$ cat config.mk
export PLATFORM = sky130hd
export DESIGN_NAME = psc_power_seq
export DESIGN_NICKNAME = d
export VERILOG_FILES = /design/src/common/psc_pkg.sv /design/src/rtl/psc_power_seq.sv
export SDC_FILE = /design/constraint.sdc
export NUM_CORES = 1
export LEC_CHECK = 0
export ABC_AREA = 1
export BUFFER_PORTS_ARGS = -buffer_cell sky130_fd_sc_hd__buf_2
export CAP_MARGIN = 20
export CELL_PAD_IN_SITES_DETAIL_PLACEMENT = 1
export CELL_PAD_IN_SITES_GLOBAL_PLACEMENT = 1
export CORE_AREA = 2 2 215 217
export DETAILED_ROUTE_END_ITERATION = 16
export DIE_AREA = 0 0 217 219
export PLACE_DENSITY = 0.63
export SLEW_MARGIN = 20
export SYNTH_ARGS = -nofsm -noshare
export SYNTH_HDL_FRONTEND = slang
export SYNTH_SLANG_ARGS = --single-unit
$ cat constraint.sdc
create_clock -name clk -period 8.84 [get_ports clk]
set_input_delay 1.768 -clock clk [delete_from_list [all_inputs] [get_ports clk]]
set_output_delay 1.768 -clock clk [all_outputs]
set_load 0.005 [all_outputs]
$ cat src/common/psc_pkg.sv
package psc_pkg;
   // ----------------------------------------
   // Register map (word index = byte addr / 4)
   // ----------------------------------------
   localparam logic [7:0] ADDR_CTRL     = 8'h00; // Commands and full-scale select
   localparam logic [7:0] ADDR_STATUS   = 8'h04; // Flags and power state
   localparam logic [7:0] ADDR_CH_ON    = 8'h08; // Per-channel on bits
   localparam logic [7:0] ADDR_WARN_TH  = 8'h0C; // Supply warning threshold
   localparam logic [7:0] ADDR_HOLD     = 8'h10; // Startup hold time
   localparam logic [7:0] ADDR_CODE0    = 8'h40; // First current code word

   // ----------------------------------------
   // Control bit positions
   // ----------------------------------------
   localparam int CTRL_RELOAD   = 0;
   localparam int CTRL_CLR_POR  = 1;
   localparam int CTRL_CLR_FLT  = 2;
   localparam int CTRL_FS_LO    = 4;

   // ----------------------------------------
   // Status bit positions
   // ----------------------------------------
   localparam int ST_POR   = 0;
   localparam int ST_FAULT = 1;
   localparam int ST_UV    = 2;
   localparam int ST_WARN  = 3;
   localparam int ST_OPEN  = 4;
   localparam int ST_SLS   = 5;
   localparam int ST_STATE = 8;

   // ----------------------------------------
   // Widths and reset values
   // ----------------------------------------
   localparam int CODE_W   = 6;
   localparam int TH_W     = 5;
   localparam int FS_W     = 2;
   localparam logic [1:0]  FS_DEFAULT = 2'h3;   // x512
   localparam logic [5:0]  CODE_DEFAULT = 6'h00;
   localparam logic [4:0]  TH_DEFAULT = 5'h00;  // 4 V
   localparam logic [31:0] ZERO32 = 32'h0000_0000;

   // Power states
   typedef enum logic [1:0] {
      PSC_SLEEP,
      PSC_POR,
      PSC_START,
      PSC_NORMAL
   } psc_state_e;
endpackage

$ cat src/rtl/psc_power_seq.sv
`timescale 1ns/1ns
module psc_power_seq
   import psc_pkg::*;
#(
   parameter int NCH = 16,
   parameter int HOLD_W = 16
) (
   // Clock and reset
   input  wire logic                    clk,
   input  wire logic                    rst_n,
   input  wire logic                    clk_en,
   // Supplies and enable, as digital levels
   input  wire logic                    enable_in,
   input  wire logic                    bias_ok,
   input  wire logic                    internal_regulator_output_ok,
   input  wire logic                    output_supply_under,
   input  wire logic [TH_W-1:0]         supply_level,      // Supply in volts minus 4
   // Nonvolatile settings
   input  wire logic [HOLD_W-1:0]       nv_startup_hold_time,
   input  wire logic [TH_W-1:0]         nv_supply_warn_threshold,
   input  wire logic [FS_W-1:0]         nv_full_scale_select,
   // Raw detector events from the channel diagnostics
   input  wire logic                    open_detect,
   input  wire logic                    short_detect,
   // Register port
   input  wire logic [7:0]              addr,
   input  wire logic [31:0]             wdata,
   input  wire logic                    wr,
   input  wire logic                    rd,
   output logic      [31:0]             rdata,
   // Analog side controls
   output logic      [NCH-1:0]          current_output_channel_on,
   output logic      [NCH*CODE_W-1:0]   channel_current_code,
   output logic      [FS_W-1:0]         full_scale_select,
   output logic      [9:0]              full_scale_mult,
   output logic                         detect_enable,
   output logic                         fault_pin_o,
   output logic                         fault_pin_oe_n,
   output logic                         core_active
);
   import psc_pkg::*;

   // ----------------------------------------
   // State and registers
   // ----------------------------------------
   psc_state_e              state;
   psc_state_e              next_state;
   logic [HOLD_W-1:0]       hold_cnt;
   logic [NCH-1:0]          channel_on_bit;
   logic [CODE_W-1:0]       code_mem [NCH];
   logic [FS_W-1:0]         fs_reg;
   logic [TH_W-1:0]         supply_warn_threshold;
   logic [HOLD_W-1:0]       startup_hold_time;
   logic                    por_flag;
   logic                    fault_flag;
   logic                    output_supply_under_flag;
   logic                    supply_warn_flag;
   logic                    open_flag;
   logic                    sls_flag;
   logic                    nv_load_pending;

   // ----------------------------------------
   // Decode
   // ----------------------------------------
   wire supplies_ok   = bias_ok && internal_regulator_output_ok;
   wire in_lockout    = !supplies_ok;
   wire sleeping      = bias_ok && !enable_in;
   wire wr_ctrl       = wr && addr == ADDR_CTRL;
   wire reload_defaults_cmd = wr_ctrl && wdata[CTRL_RELOAD];
   wire clear_power_on_cmd  = wr_ctrl && wdata[CTRL_CLR_POR];
   wire clear_fault_cmd     = wr_ctrl && wdata[CTRL_CLR_FLT];
   wire warn_now      = supply_level < supply_warn_threshold;
   wire detect_ok     = !warn_now && !output_supply_under;
   wire open_ev       = open_detect && detect_ok;
   wire sls_ev        = short_detect && detect_ok;
   wire drive_ok      = state == PSC_NORMAL && !output_supply_under;
   wire code_hit      = addr >= ADDR_CODE0 && addr < ADDR_CODE0 + 8'(NCH*4);
   wire [7:0] code_off = addr - ADDR_CODE0;
   wire [3:0] code_idx = code_off[5:2];
   // Compare with >= so a hold time rewritten below the count still ends startup
   wire hold_done     = hold_cnt >= startup_hold_time;

   // Multiplier table for the full-scale select
   wire [9:0] mult_sel = (fs_reg == 2'h3) ? 10'h200 :
                         (fs_reg == 2'h2) ? 10'h100 :
                         (fs_reg == 2'h1) ? 10'h080 : 10'h040;

   // Read mux; reading is side-effect free
   logic [31:0] next_rdata;
   always_comb begin
      next_rdata = ZERO32;
      if (addr == ADDR_CTRL) begin
         next_rdata[CTRL_FS_LO +: FS_W] = fs_reg; // Commands read back as 0
      end else if (addr == ADDR_STATUS) begin
         next_rdata[ST_POR]   = por_flag;
         next_rdata[ST_FAULT] = fault_flag;
         next_rdata[ST_UV]    = output_supply_under_flag;
         next_rdata[ST_WARN]  = supply_warn_flag;
         next_rdata[ST_OPEN]  = open_flag;
         next_rdata[ST_SLS]   = sls_flag;
         next_rdata[ST_STATE +: 2] = state;
      end else if (addr == ADDR_CH_ON) begin
         next_rdata[NCH-1:0] = channel_on_bit;
      end else if (addr == ADDR_WARN_TH) begin
         next_rdata[TH_W-1:0] = supply_warn_threshold;
      end else if (addr == ADDR_HOLD) begin
         next_rdata[HOLD_W-1:0] = startup_hold_time;
      end else if (code_hit) begin
         next_rdata[CODE_W-1:0] = code_mem[code_idx];
      end
   end

   // ----------------------------------------
   // Power state machine
   // ----------------------------------------
   always_comb begin
      next_state = state;
      case (state)
         PSC_SLEEP: begin
            if (enable_in) next_state = PSC_POR;
         end
         PSC_POR: begin
            if (supplies_ok) next_state = PSC_START;
         end
         PSC_START: begin
            if (clear_power_on_cmd || hold_done) next_state = PSC_NORMAL;
         end
         PSC_NORMAL: ;
         default: next_state = PSC_POR;
      endcase
      if (in_lockout) next_state = PSC_POR;
      if (sleeping) next_state = PSC_SLEEP;
   end

   // Lockout or sleep acts as a register reset: the core is unpowered there.
   // It waits for the clock enable, so a frozen core keeps every bit it holds except hold_cnt, which still clears outside startup.
   wire core_reset = !rst_n || (clk_en && (in_lockout || sleeping));

   always_ff @(posedge clk) begin
      if (!rst_n) begin
         state <= PSC_POR;
      end else if (clk_en) begin
         state <= next_state;
      end
   end

   // Startup hold counter runs only in the startup state
   always_ff @(posedge clk) begin
      if (core_reset || state != PSC_START) begin
         hold_cnt <= '0;
      end else if (clk_en && !hold_done) begin
         hold_cnt <= hold_cnt + 1'b1;
      end
   end

   // ----------------------------------------
   // Configuration registers
   // ----------------------------------------
   // Nonvolatile-backed fields reload on power-up and on the reload command
   always_ff @(posedge clk) begin
      if (core_reset) begin
         nv_load_pending <= 1'b1;
         channel_on_bit  <= '0;
      end else if (clk_en) begin
         nv_load_pending <= 1'b0;
         if (reload_defaults_cmd) begin
            channel_on_bit <= '0;
         end else if (wr && addr == ADDR_CH_ON) begin
            channel_on_bit <= wdata[NCH-1:0];
         end
      end
   end

   always_ff @(posedge clk) begin
      if (clk_en && (nv_load_pending || reload_defaults_cmd)) begin
         supply_warn_threshold <= nv_supply_warn_threshold;
         fs_reg                <= nv_full_scale_select;
         startup_hold_time     <= nv_startup_hold_time;
      end else if (clk_en) begin
         if (wr_ctrl) fs_reg <= wdata[CTRL_FS_LO +: FS_W];
         if (wr && addr == ADDR_WARN_TH) supply_warn_threshold <= wdata[TH_W-1:0];
         if (wr && addr == ADDR_HOLD) startup_hold_time <= wdata[HOLD_W-1:0];
      end
   end

   // Current codes, one word per channel; code_out is their registered copy
   logic [CODE_W-1:0] code_out [NCH];
   generate
      for (genvar i = 0; i < NCH; i++) begin : g_code
         always_ff @(posedge clk) begin
            if (core_reset) begin
               code_mem[i] <= CODE_DEFAULT;
            end else if (clk_en) begin
               if (reload_defaults_cmd) begin
                  code_mem[i] <= CODE_DEFAULT;
               end else if (wr && code_hit && code_idx == 4'(i)) begin
                  code_mem[i] <= wdata[CODE_W-1:0];
               end
            end
         end
         assign channel_current_code[i*CODE_W +: CODE_W] = code_out[i];
      end
   endgenerate

   // ----------------------------------------
   // Flags: set wins over clear
   // ----------------------------------------
   always_ff @(posedge clk) begin
      if (core_reset) begin
         por_flag   <= 1'b1;
         fault_flag <= 1'b1;
         output_supply_under_flag <= 1'b0;
         supply_warn_flag <= 1'b0;
         open_flag  <= 1'b0;
         sls_flag   <= 1'b0;
      end else if (clk_en) begin
         // Power-on flag: cleared by either command
         if (clear_power_on_cmd || reload_defaults_cmd) por_flag <= 1'b0;
         output_supply_under_flag <= output_supply_under ||
            (output_supply_under_flag && !clear_fault_cmd && !reload_defaults_cmd);
         supply_warn_flag <= warn_now ||
            (supply_warn_flag && !clear_fault_cmd && !reload_defaults_cmd);
         // Warning wipes pending open and short faults
         open_flag <= open_ev ||
            (open_flag && !warn_now && !clear_fault_cmd && !reload_defaults_cmd);
         sls_flag  <= sls_ev ||
            (sls_flag && !warn_now && !clear_fault_cmd && !reload_defaults_cmd);
         // Summary flag; power-on alone keeps it up until a fault clear or reload command
         fault_flag <= output_supply_under || warn_now || open_ev || sls_ev ||
            (fault_flag && !clear_fault_cmd && !reload_defaults_cmd);
      end
   end

   // ----------------------------------------
   // Registered outputs
   // ----------------------------------------
   always_ff @(posedge clk) begin
      if (!rst_n) begin
         rdata                     <= ZERO32;
         current_output_channel_on <= '0;
         full_scale_select         <= FS_DEFAULT;
         full_scale_mult           <= 10'h200;
         detect_enable             <= 1'b0;
         fault_pin_o               <= 1'b0;
         fault_pin_oe_n            <= 1'b0;                        // Pulled low in reset
         core_active               <= 1'b0;
         for (int k = 0; k < NCH; k++) code_out[k] <= CODE_DEFAULT;
      end else if (clk_en) begin
         rdata <= rd ? next_rdata : ZERO32;
         // Drop all channels at once when enable falls or supply fails
         current_output_channel_on <= (drive_ok && !sleeping && !in_lockout &&
                                       next_state == PSC_NORMAL) ? channel_on_bit : '0;
         full_scale_select <= fs_reg;
         full_scale_mult   <= mult_sel;
         detect_enable     <= detect_ok && state == PSC_NORMAL;
         fault_pin_o       <= 1'b0;
         // Pin held low in lockout except while sleeping, and during output supply under
         fault_pin_oe_n    <= !(next_state == PSC_POR || output_supply_under);
         core_active       <= !sleeping;
         for (int k = 0; k < NCH; k++) code_out[k] <= code_mem[k];
      end
   end

   // ----------------------------------------
   // Checks
   // ----------------------------------------
   a_sleep_outputs_off: assert property (@(posedge clk) disable iff (!rst_n)
      clk_en && sleeping |=> current_output_channel_on == '0 && !core_active)
      else $error("outputs active while sleeping");
   a_enable_drop: assert property (@(posedge clk) disable iff (!rst_n)
      clk_en && bias_ok && $fell(enable_in) |=> current_output_channel_on == '0)
      else $error("outputs not off after enable drop");
   a_lockout_state: assert property (@(posedge clk) disable iff (!rst_n)
      clk_en && in_lockout && enable_in |=> state == PSC_POR && por_flag && fault_flag)
      else $error("lockout did not reset");
   a_lockout_pin: assert property (@(posedge clk) disable iff (!rst_n)
      clk_en && in_lockout && enable_in |=> !fault_pin_oe_n && current_output_channel_on == '0)
      else $error("fault pin not pulled in lockout");
   a_start_release: assert property (@(posedge clk) disable iff (!rst_n)
      clk_en && state == PSC_POR && supplies_ok && enable_in && !output_supply_under
      |=> state == PSC_START && fault_pin_oe_n)
      else $error("startup entry wrong");
   a_clear_power_on_cmd_jump: assert property (@(posedge clk) disable iff (!rst_n)
      clk_en && state == PSC_START && clear_power_on_cmd && supplies_ok && enable_in
      |=> state == PSC_NORMAL && !por_flag)
      else $error("clear power-on did not jump");
   a_uv_flags: assert property (@(posedge clk) disable iff (!rst_n)
      clk_en && output_supply_under && supplies_ok && enable_in
      |=> output_supply_under_flag && fault_flag && current_output_channel_on == '0)
      else $error("undervoltage response wrong");
   a_warn_clears: assert property (@(posedge clk) disable iff (!rst_n)
      clk_en && warn_now && supplies_ok && enable_in |=> supply_warn_flag && !open_flag && !sls_flag)
      else $error("warning handling wrong");
   a_fs_mult: assert property (@(posedge clk) disable iff (!rst_n)
      clk_en && fs_reg == 2'h0 |=> full_scale_mult == 10'h040)
      else $error("scale multiplier wrong");

   // ----------------------------------------
   // Checks on timing, commands and write paths
   // ----------------------------------------
   // Startup timer and nonvolatile load
   a_hold_counts: assert property (@(posedge clk) disable iff (!rst_n)
      clk_en && state == PSC_START && !hold_done && !core_reset && !clear_power_on_cmd
      |=> state == PSC_START && hold_cnt == $past(hold_cnt) + 1'b1)
      else $error("startup timer did not count");
   a_hold_expiry: assert property (@(posedge clk) disable iff (!rst_n)
      clk_en && state == PSC_START && hold_done && !core_reset |=> state == PSC_NORMAL)
      else $error("startup timer did not end");
   a_nv_load: assert property (@(posedge clk) disable iff (!rst_n)
      clk_en && nv_load_pending |=> supply_warn_threshold == $past(nv_supply_warn_threshold) &&
      fs_reg == $past(nv_full_scale_select) && startup_hold_time == $past(nv_startup_hold_time))
      else $error("nonvolatile settings not loaded");
   // Commands, sticky holds and the lockout or sleep reset; each command must win over the sticky hold of its flag
   a_reload_regs: assert property (@(posedge clk) disable iff (!rst_n)
      clk_en && reload_defaults_cmd && !core_reset
      |=> !por_flag && channel_on_bit == '0 && code_mem[0] == CODE_DEFAULT)
      else $error("reload did not restore defaults");
   a_clear_por: assert property (@(posedge clk) disable iff (!rst_n)
      clk_en && clear_power_on_cmd && !core_reset |=> !por_flag)
      else $error("power-on flag not cleared");
   a_clear_fault: assert property (@(posedge clk) disable iff (!rst_n)
      clk_en && clear_fault_cmd && !core_reset && detect_ok && !open_detect && !short_detect
      |=> !fault_flag && !supply_warn_flag && !output_supply_under_flag && !open_flag && !sls_flag)
      else $error("fault flags not cleared");
   a_warn_sticky: assert property (@(posedge clk) disable iff (!rst_n)
      clk_en && !core_reset && supply_warn_flag && !clear_fault_cmd && !reload_defaults_cmd
      |=> supply_warn_flag)
      else $error("warning flag lost");
   a_por_sticky: assert property (@(posedge clk) disable iff (!rst_n)
      clk_en && !core_reset && por_flag && !clear_power_on_cmd && !reload_defaults_cmd |=> por_flag)
      else $error("power-on flag lost");
   a_reset_defaults: assert property (@(posedge clk) disable iff (!rst_n)
      clk_en && (in_lockout || sleeping) |=> channel_on_bit == '0 && por_flag && fault_flag)
      else $error("registers not reset");
   // Outputs and write paths
   a_off_unless_normal: assert property (@(posedge clk) disable iff (!rst_n)
      clk_en && next_state != PSC_NORMAL |=> current_output_channel_on == '0)
      else $error("channel driven outside normal state");
   a_uv_pin: assert property (@(posedge clk) disable iff (!rst_n)
      clk_en && output_supply_under |=> !fault_pin_oe_n && !fault_pin_o)
      else $error("fault pin released in undervoltage");
   a_detect_mask: assert property (@(posedge clk) disable iff (!rst_n)
      clk_en && !detect_ok |=> !detect_enable)
      else $error("detection enabled below threshold");
   a_mult_table: assert property (@(posedge clk) disable iff (!rst_n)
      clk_en |=> full_scale_mult == (10'h040 << $past(fs_reg)))
      else $error("scale table wrong");
   a_code_write: assert property (@(posedge clk) disable iff (!rst_n)
      clk_en && !core_reset && wr && code_hit |=> code_mem[$past(code_idx)] == $past(wdata[CODE_W-1:0]))
      else $error("current code write lost");
   a_channel_write: assert property (@(posedge clk) disable iff (!rst_n)
      clk_en && !core_reset && wr && addr == ADDR_CH_ON |=> channel_on_bit == $past(wdata[NCH-1:0]))
      else $error("channel on bits write lost");
endmodule // psc_power_seq

## After elaboration in Yosys (flattened, before gate mapping)

Memory sizes are Yosys's and may differ from the RTL's.
Cells that the tools add are included.

- Reduce and logical (&&, ||, !) cells: 88
- Eq/ne operators: 28
- Add/subtract/negate cells: 2
- Bitwise gates (word level): 48
- Order comparisons: 4
- Mux-type cells: 172

Operators with widths:

| cell | count |
|---|---|
| $mux W6 | 52 |
| $mux W16 | 8 |
| $mux W1 | 90 |
| $logic_and A1 B1 Y1 | 50 |
| $or A1 B1 Y1 | 48 |
| $eq A4 B4 Y1 const B | 8 |
| $mux W10 | 3 |
| $mux W2 | 10 |
| $mux W5 | 4 |
| $add A16 B1 Y16 const B | 1 |
| $eq A4 B3 Y1 const B | 4 |
| $eq A8 B4 Y1 const B | 2 |
| $ge A16 B16 Y1 | 1 |
| $logic_or A1 B1 Y1 | 15 |
| $mux W11 | 1 |
| $eq A2 B2 Y1 const B | 5 |
| $logic_not A1 Y1 | 10 |
| $reduce_and A2 Y1 | 5 |
| $reduce_bool A2 Y1 | 5 |
| $mux W9 | 1 |
| $eq A4 B2 Y1 const B | 2 |
| $eq A8 B3 Y1 const B | 1 |
| $eq A8 B5 Y1 const B | 1 |
| $ge A8 B7 Y1 const B | 1 |
| 12 further kinds | 14 |

- Input port bits: 79
- Register bits: 127
- Memory bits (writable): 192
- Logic and storage cells: 364
- Memories kept: 2
- Output and inout port bits: 160

Memory list:

| name | depth | bits a word | rd ports | clocked after Yosys merged registers in | wr ports | line | source |
|---|---|---|---|---|---|---|---|
| code_mem | 16 | 6 | 17 | 0 | 16 | psc_power_seq.sv:50 | `logic [CODE_W-1:0] code_mem [NCH];` |
| code_out | 16 | 6 | 16 | 0 | 16 | psc_power_seq.sv:187 | `logic [CODE_W-1:0] code_out [NCH];` |

## Logic depth before layout (Yosys ltp)

- Depth after elaboration: 11
- Gate-level depth with buffers: 16
- Gate-level depth less buffers: 16

## Least setup slack after synthesis

No wires, ideal clock.

- Kind: input port to flip-flop
- Start point: input port rst_n
- End point: memory code_out[0][0] (enable)
- Slack: 4437 ps
- Path buffers: 1
- Data arrival time: 3950 ps
- Stages: 4
- Library setup time: 453 ps
- Required time: 8387 ps
- Path through: buf_2 > inv_1 > nor2_1 > inv_1

RTL lines:

| what | line | source |
|---|---|---|
| start: declaration | psc_power_seq.sv:10 | `input wire logic rst_n,` |
| end: declaration | psc_power_seq.sv:187 |  |

==> impl_results.md <==
- Min Hold Slack: 448 ps
- Initial antenna violation count: 2
- Worst Setup SP: addr[2]
- Clock root buffer: clkbuf_16
- VDD IR-drop max: 0.137 mV
- Multi-input logic area: 0.00416 sq mm
- Die height: 219 um
- Critical path type: in2reg
- Postcts setup bufs: 0
- Vias/cell: 4.59
- Leakage Power: 7.17 nW
- Num ports: 239
- Final Util: 0.353
- CP arrival: 4290 ps
- Slew @ Worst Pin: 1040 ps
- Largest stage delay, worst path: 460 ps
- RSZ-0062 raised after global routing: false
- Drt wl/cell: 18.6 um
- Final period util: 0.461
- Minimum clock period: 4070 ps
- Via count: 10300
- Cell area after layout: 0.0159 sq mm
- Final-report max-slew violation count: 0
- Vias in the first global route: 10600
- Buffers plus inverters on the worst setup path: 3
- FILL cells: 5260
- Routed Antenna Nets: 0
- Setup TNS: 0 ps
- Rel. slew slack: 0.298
- CP max stage cell: nor2_4
- Most frequent cells in the layout: nand2_1 (374), edfxtp_1 (215), nor2_1 (209)
- Largest net degree at the start of global routing: 69
- Synth-to-Final Area Change: 19.1%
- CTS sink count: 297
- # hold bufs at CTS: 0
- Congestion Overflow GR: 0
- Syn_area_per_cell: 9.31 sq um
- Placed Area: 0.0148 sq mm
- Net Sw Frac: 0.242
- Status: finished, final reports clean
- Hold Crit Class: reg2reg
- Max Cap Violations: 0
- Share of cells above drive strength 1: 0.178
- Storage element area: 0.00810 sq mm
- CTS tree: yes
- First-pass GRT wire length: 62200 um
- Reg-to-reg endpoint: hold_cnt[12]
- Crit path max fanout: 15
- Syn Inst Count: 1436
- Critical path data required time: 9060 ps
- Rows: 78
- Clk Latency, worst-skew pair: 550 ps
- Post-Syn Area: 0.0134 sq mm
- Reg2Reg Setup Slack: 6180 ps
- EDFF count, synth: 215
- Ys async rst share: 0
- Core area: 0.0451 sq mm
- Switch Pwr: 0.000789 W
- Internal Power: 0.00247 W
- Top-area cell type share of the netlist area: 0.483
- End of the critical path: code_mem[13][1]
- Cell chain of the critical path: buf_2, inv_2, nor2_4, clkinv_1, nor2_2, nand3_1, nand2_1
- R2R cell count: 12
- Die area: 0.0475 sq mm
- Starting DRT DRC Count: 499
- Total Nets Final: 1725
- Synth area leaders: edfxtp_1 (48%), dfxtp_1 (12%), nand2_1 (11%), nor2_1 (5.9%), inv_1 (5.3%)
- First-pass DRT Iterations: 5
- Post-synthesis cell type count: 43
- Resize count post-CTS: 0
- Endpoints failing setup: 0
- Fmax: 0.245 GHz
- Biggest regs: code_mem x96, code_out x96
- DRC Markers: 0
- PwrDens: 205 mW/mm^2
- Crit start category: input pin
- Die Wd: 217 um
- Worst R2R Start: startup_hold_time[13]
- Commonest non-fill, non-tap cell in the layout: nand2_1
- Stages on the worst setup path: 7
- Clk_skew: 20.2 ps
- Register share of total power: 0.489
- Setup ws final: 4770 ps
- Final hold vios: 0
- CP delay by family, top: simple AND/OR/NAND/NOR gates
- WL final: 41800 um
- Placer Congestion: 0.854
- Clock share of power: 0.439
- Synth Flop Type: edfxtp_1
- All-Layer GR Usage: 0.174
- H-tree Lvls: 2
- Clock Path Buffers: 3
- Clk pin slew, worst setup/hold paths: 60 ps
- Yosys top cell by area: edfxtp_1
- Detailed Place HPWL: 30900 um
- Combinational share of power: 0.072
- Synth warn: 0
- Clock buffers created by TritonCTS: 35
- DP Worst Slack: 4170 ps
- Sequential fraction of the synthesis area: 0.606
- Yosys reg bits: 297
- Initial Util: 0.296
- Critical path endpoint category: register
- PortBufs: 199
[synthesized netlist by cell type (3+ instances only)]
cell type    n
nand2_1    375
edfxtp_1   215
nor2_1     210
inv_1      189
dfxtp_1     82
a21oi_1     52
o21ai_0     32
nand3_1     31
buf_4       27
o22ai_1     25
ha_1        21
clkbuf_1    20
a22oi_1     18
o31ai_1     16
buf_2       15
nand4_1     12
a32o_1       9
inv_2        9
nand2_2      8
xor2_1       8
buf_1        7
nor3_1       7
o21ai_1      7
nor2_4       6
buf_6        5
nor2_2       5
clkinv_1     4
o211ai_1     3
o21bai_1     3
[worst min path at each step]
| stage | start | to | depth (start not counted) |
|---|---|---|---|
| global route | rdata[0] | rdata[0] | 2 |
| detailed placement | rdata[0] | rdata[0] | 2 |
| finish | rdata[0] | rdata[0] | 2 |
| CTS | rdata[0] | rdata[0] | 2 |
| floorplan | nv_load_pending | nv_load_pending | 2 |
| global placement | rdata[9] | rdata[9] | 2 |
[metal layers]
layer / track usage / vias to the layer above / share of wire
met1: 0.210 / 5006 / 0.42
met4: 0.0651 / 2 / 0.031
met2: 0.310 / 258 / 0.49
li1: - / 4999 / -
met3: 0.0322 / 69 / 0.052
met5: 0 / - / 0.00038
[final cells by class]
| cell class | instances | area share |
|---|---|---|
| tap | 600 | 0.0471 |
| inverter | 202 | 0.0478 |
| clock inverter | 19 | 0.0114 |
| timing repair buffer | 204 | 0.0649 |
| antenna | 1 | 0.000157 |
| sequential | 297 | 0.509 |
| multi-input combinational | 885 | 0.262 |
| clock buffer | 42 | 0.0585 |
[kinds of logic after synthesis]
family | Yosys count | synth area share
compound gates | 170 | 0.0787
simple gates | 662 | 0.200
other cells | 1 | 0.000281
fa+ha+maj | 21 | 0.0197
flops | 297 | 0.606
buf+inv | 276 | 0.0893
xor+xnor | 9 | 0.00590
[stage by stage]
step	cells	power (W)
6_report	2250	0.00326
5_1_grt	2250	0.00338
4_1_cts	2249	0.00331
3_5_place_dp	2188	0.00187
3_3_place_gp	2188	0.00186
2_1_floorplan	1458	0.00175
[worst min-delay path, stage by stage (launching register included)]
cell     delay (ps)
dfxtp_1         300
nand2_1          60
nand2_1          40
[power groups by stage]
stage | Clock [W] | Combinational [W] | Sequential (W)
3_5_place_dp | 0 | 0.000238 | 0.00163
4_1_cts | 0.00147 | 0.000240 | 0.00160
2_1_floorplan | 0 | 0.000134 | 0.00162
3_3_place_gp | 0 | 0.000234 | 0.00163
6_report | 0.00143 | 0.000235 | 0.00160
5_1_grt | 0.00151 | 0.000264 | 0.00160
Power figures use the tool's default switching activity.
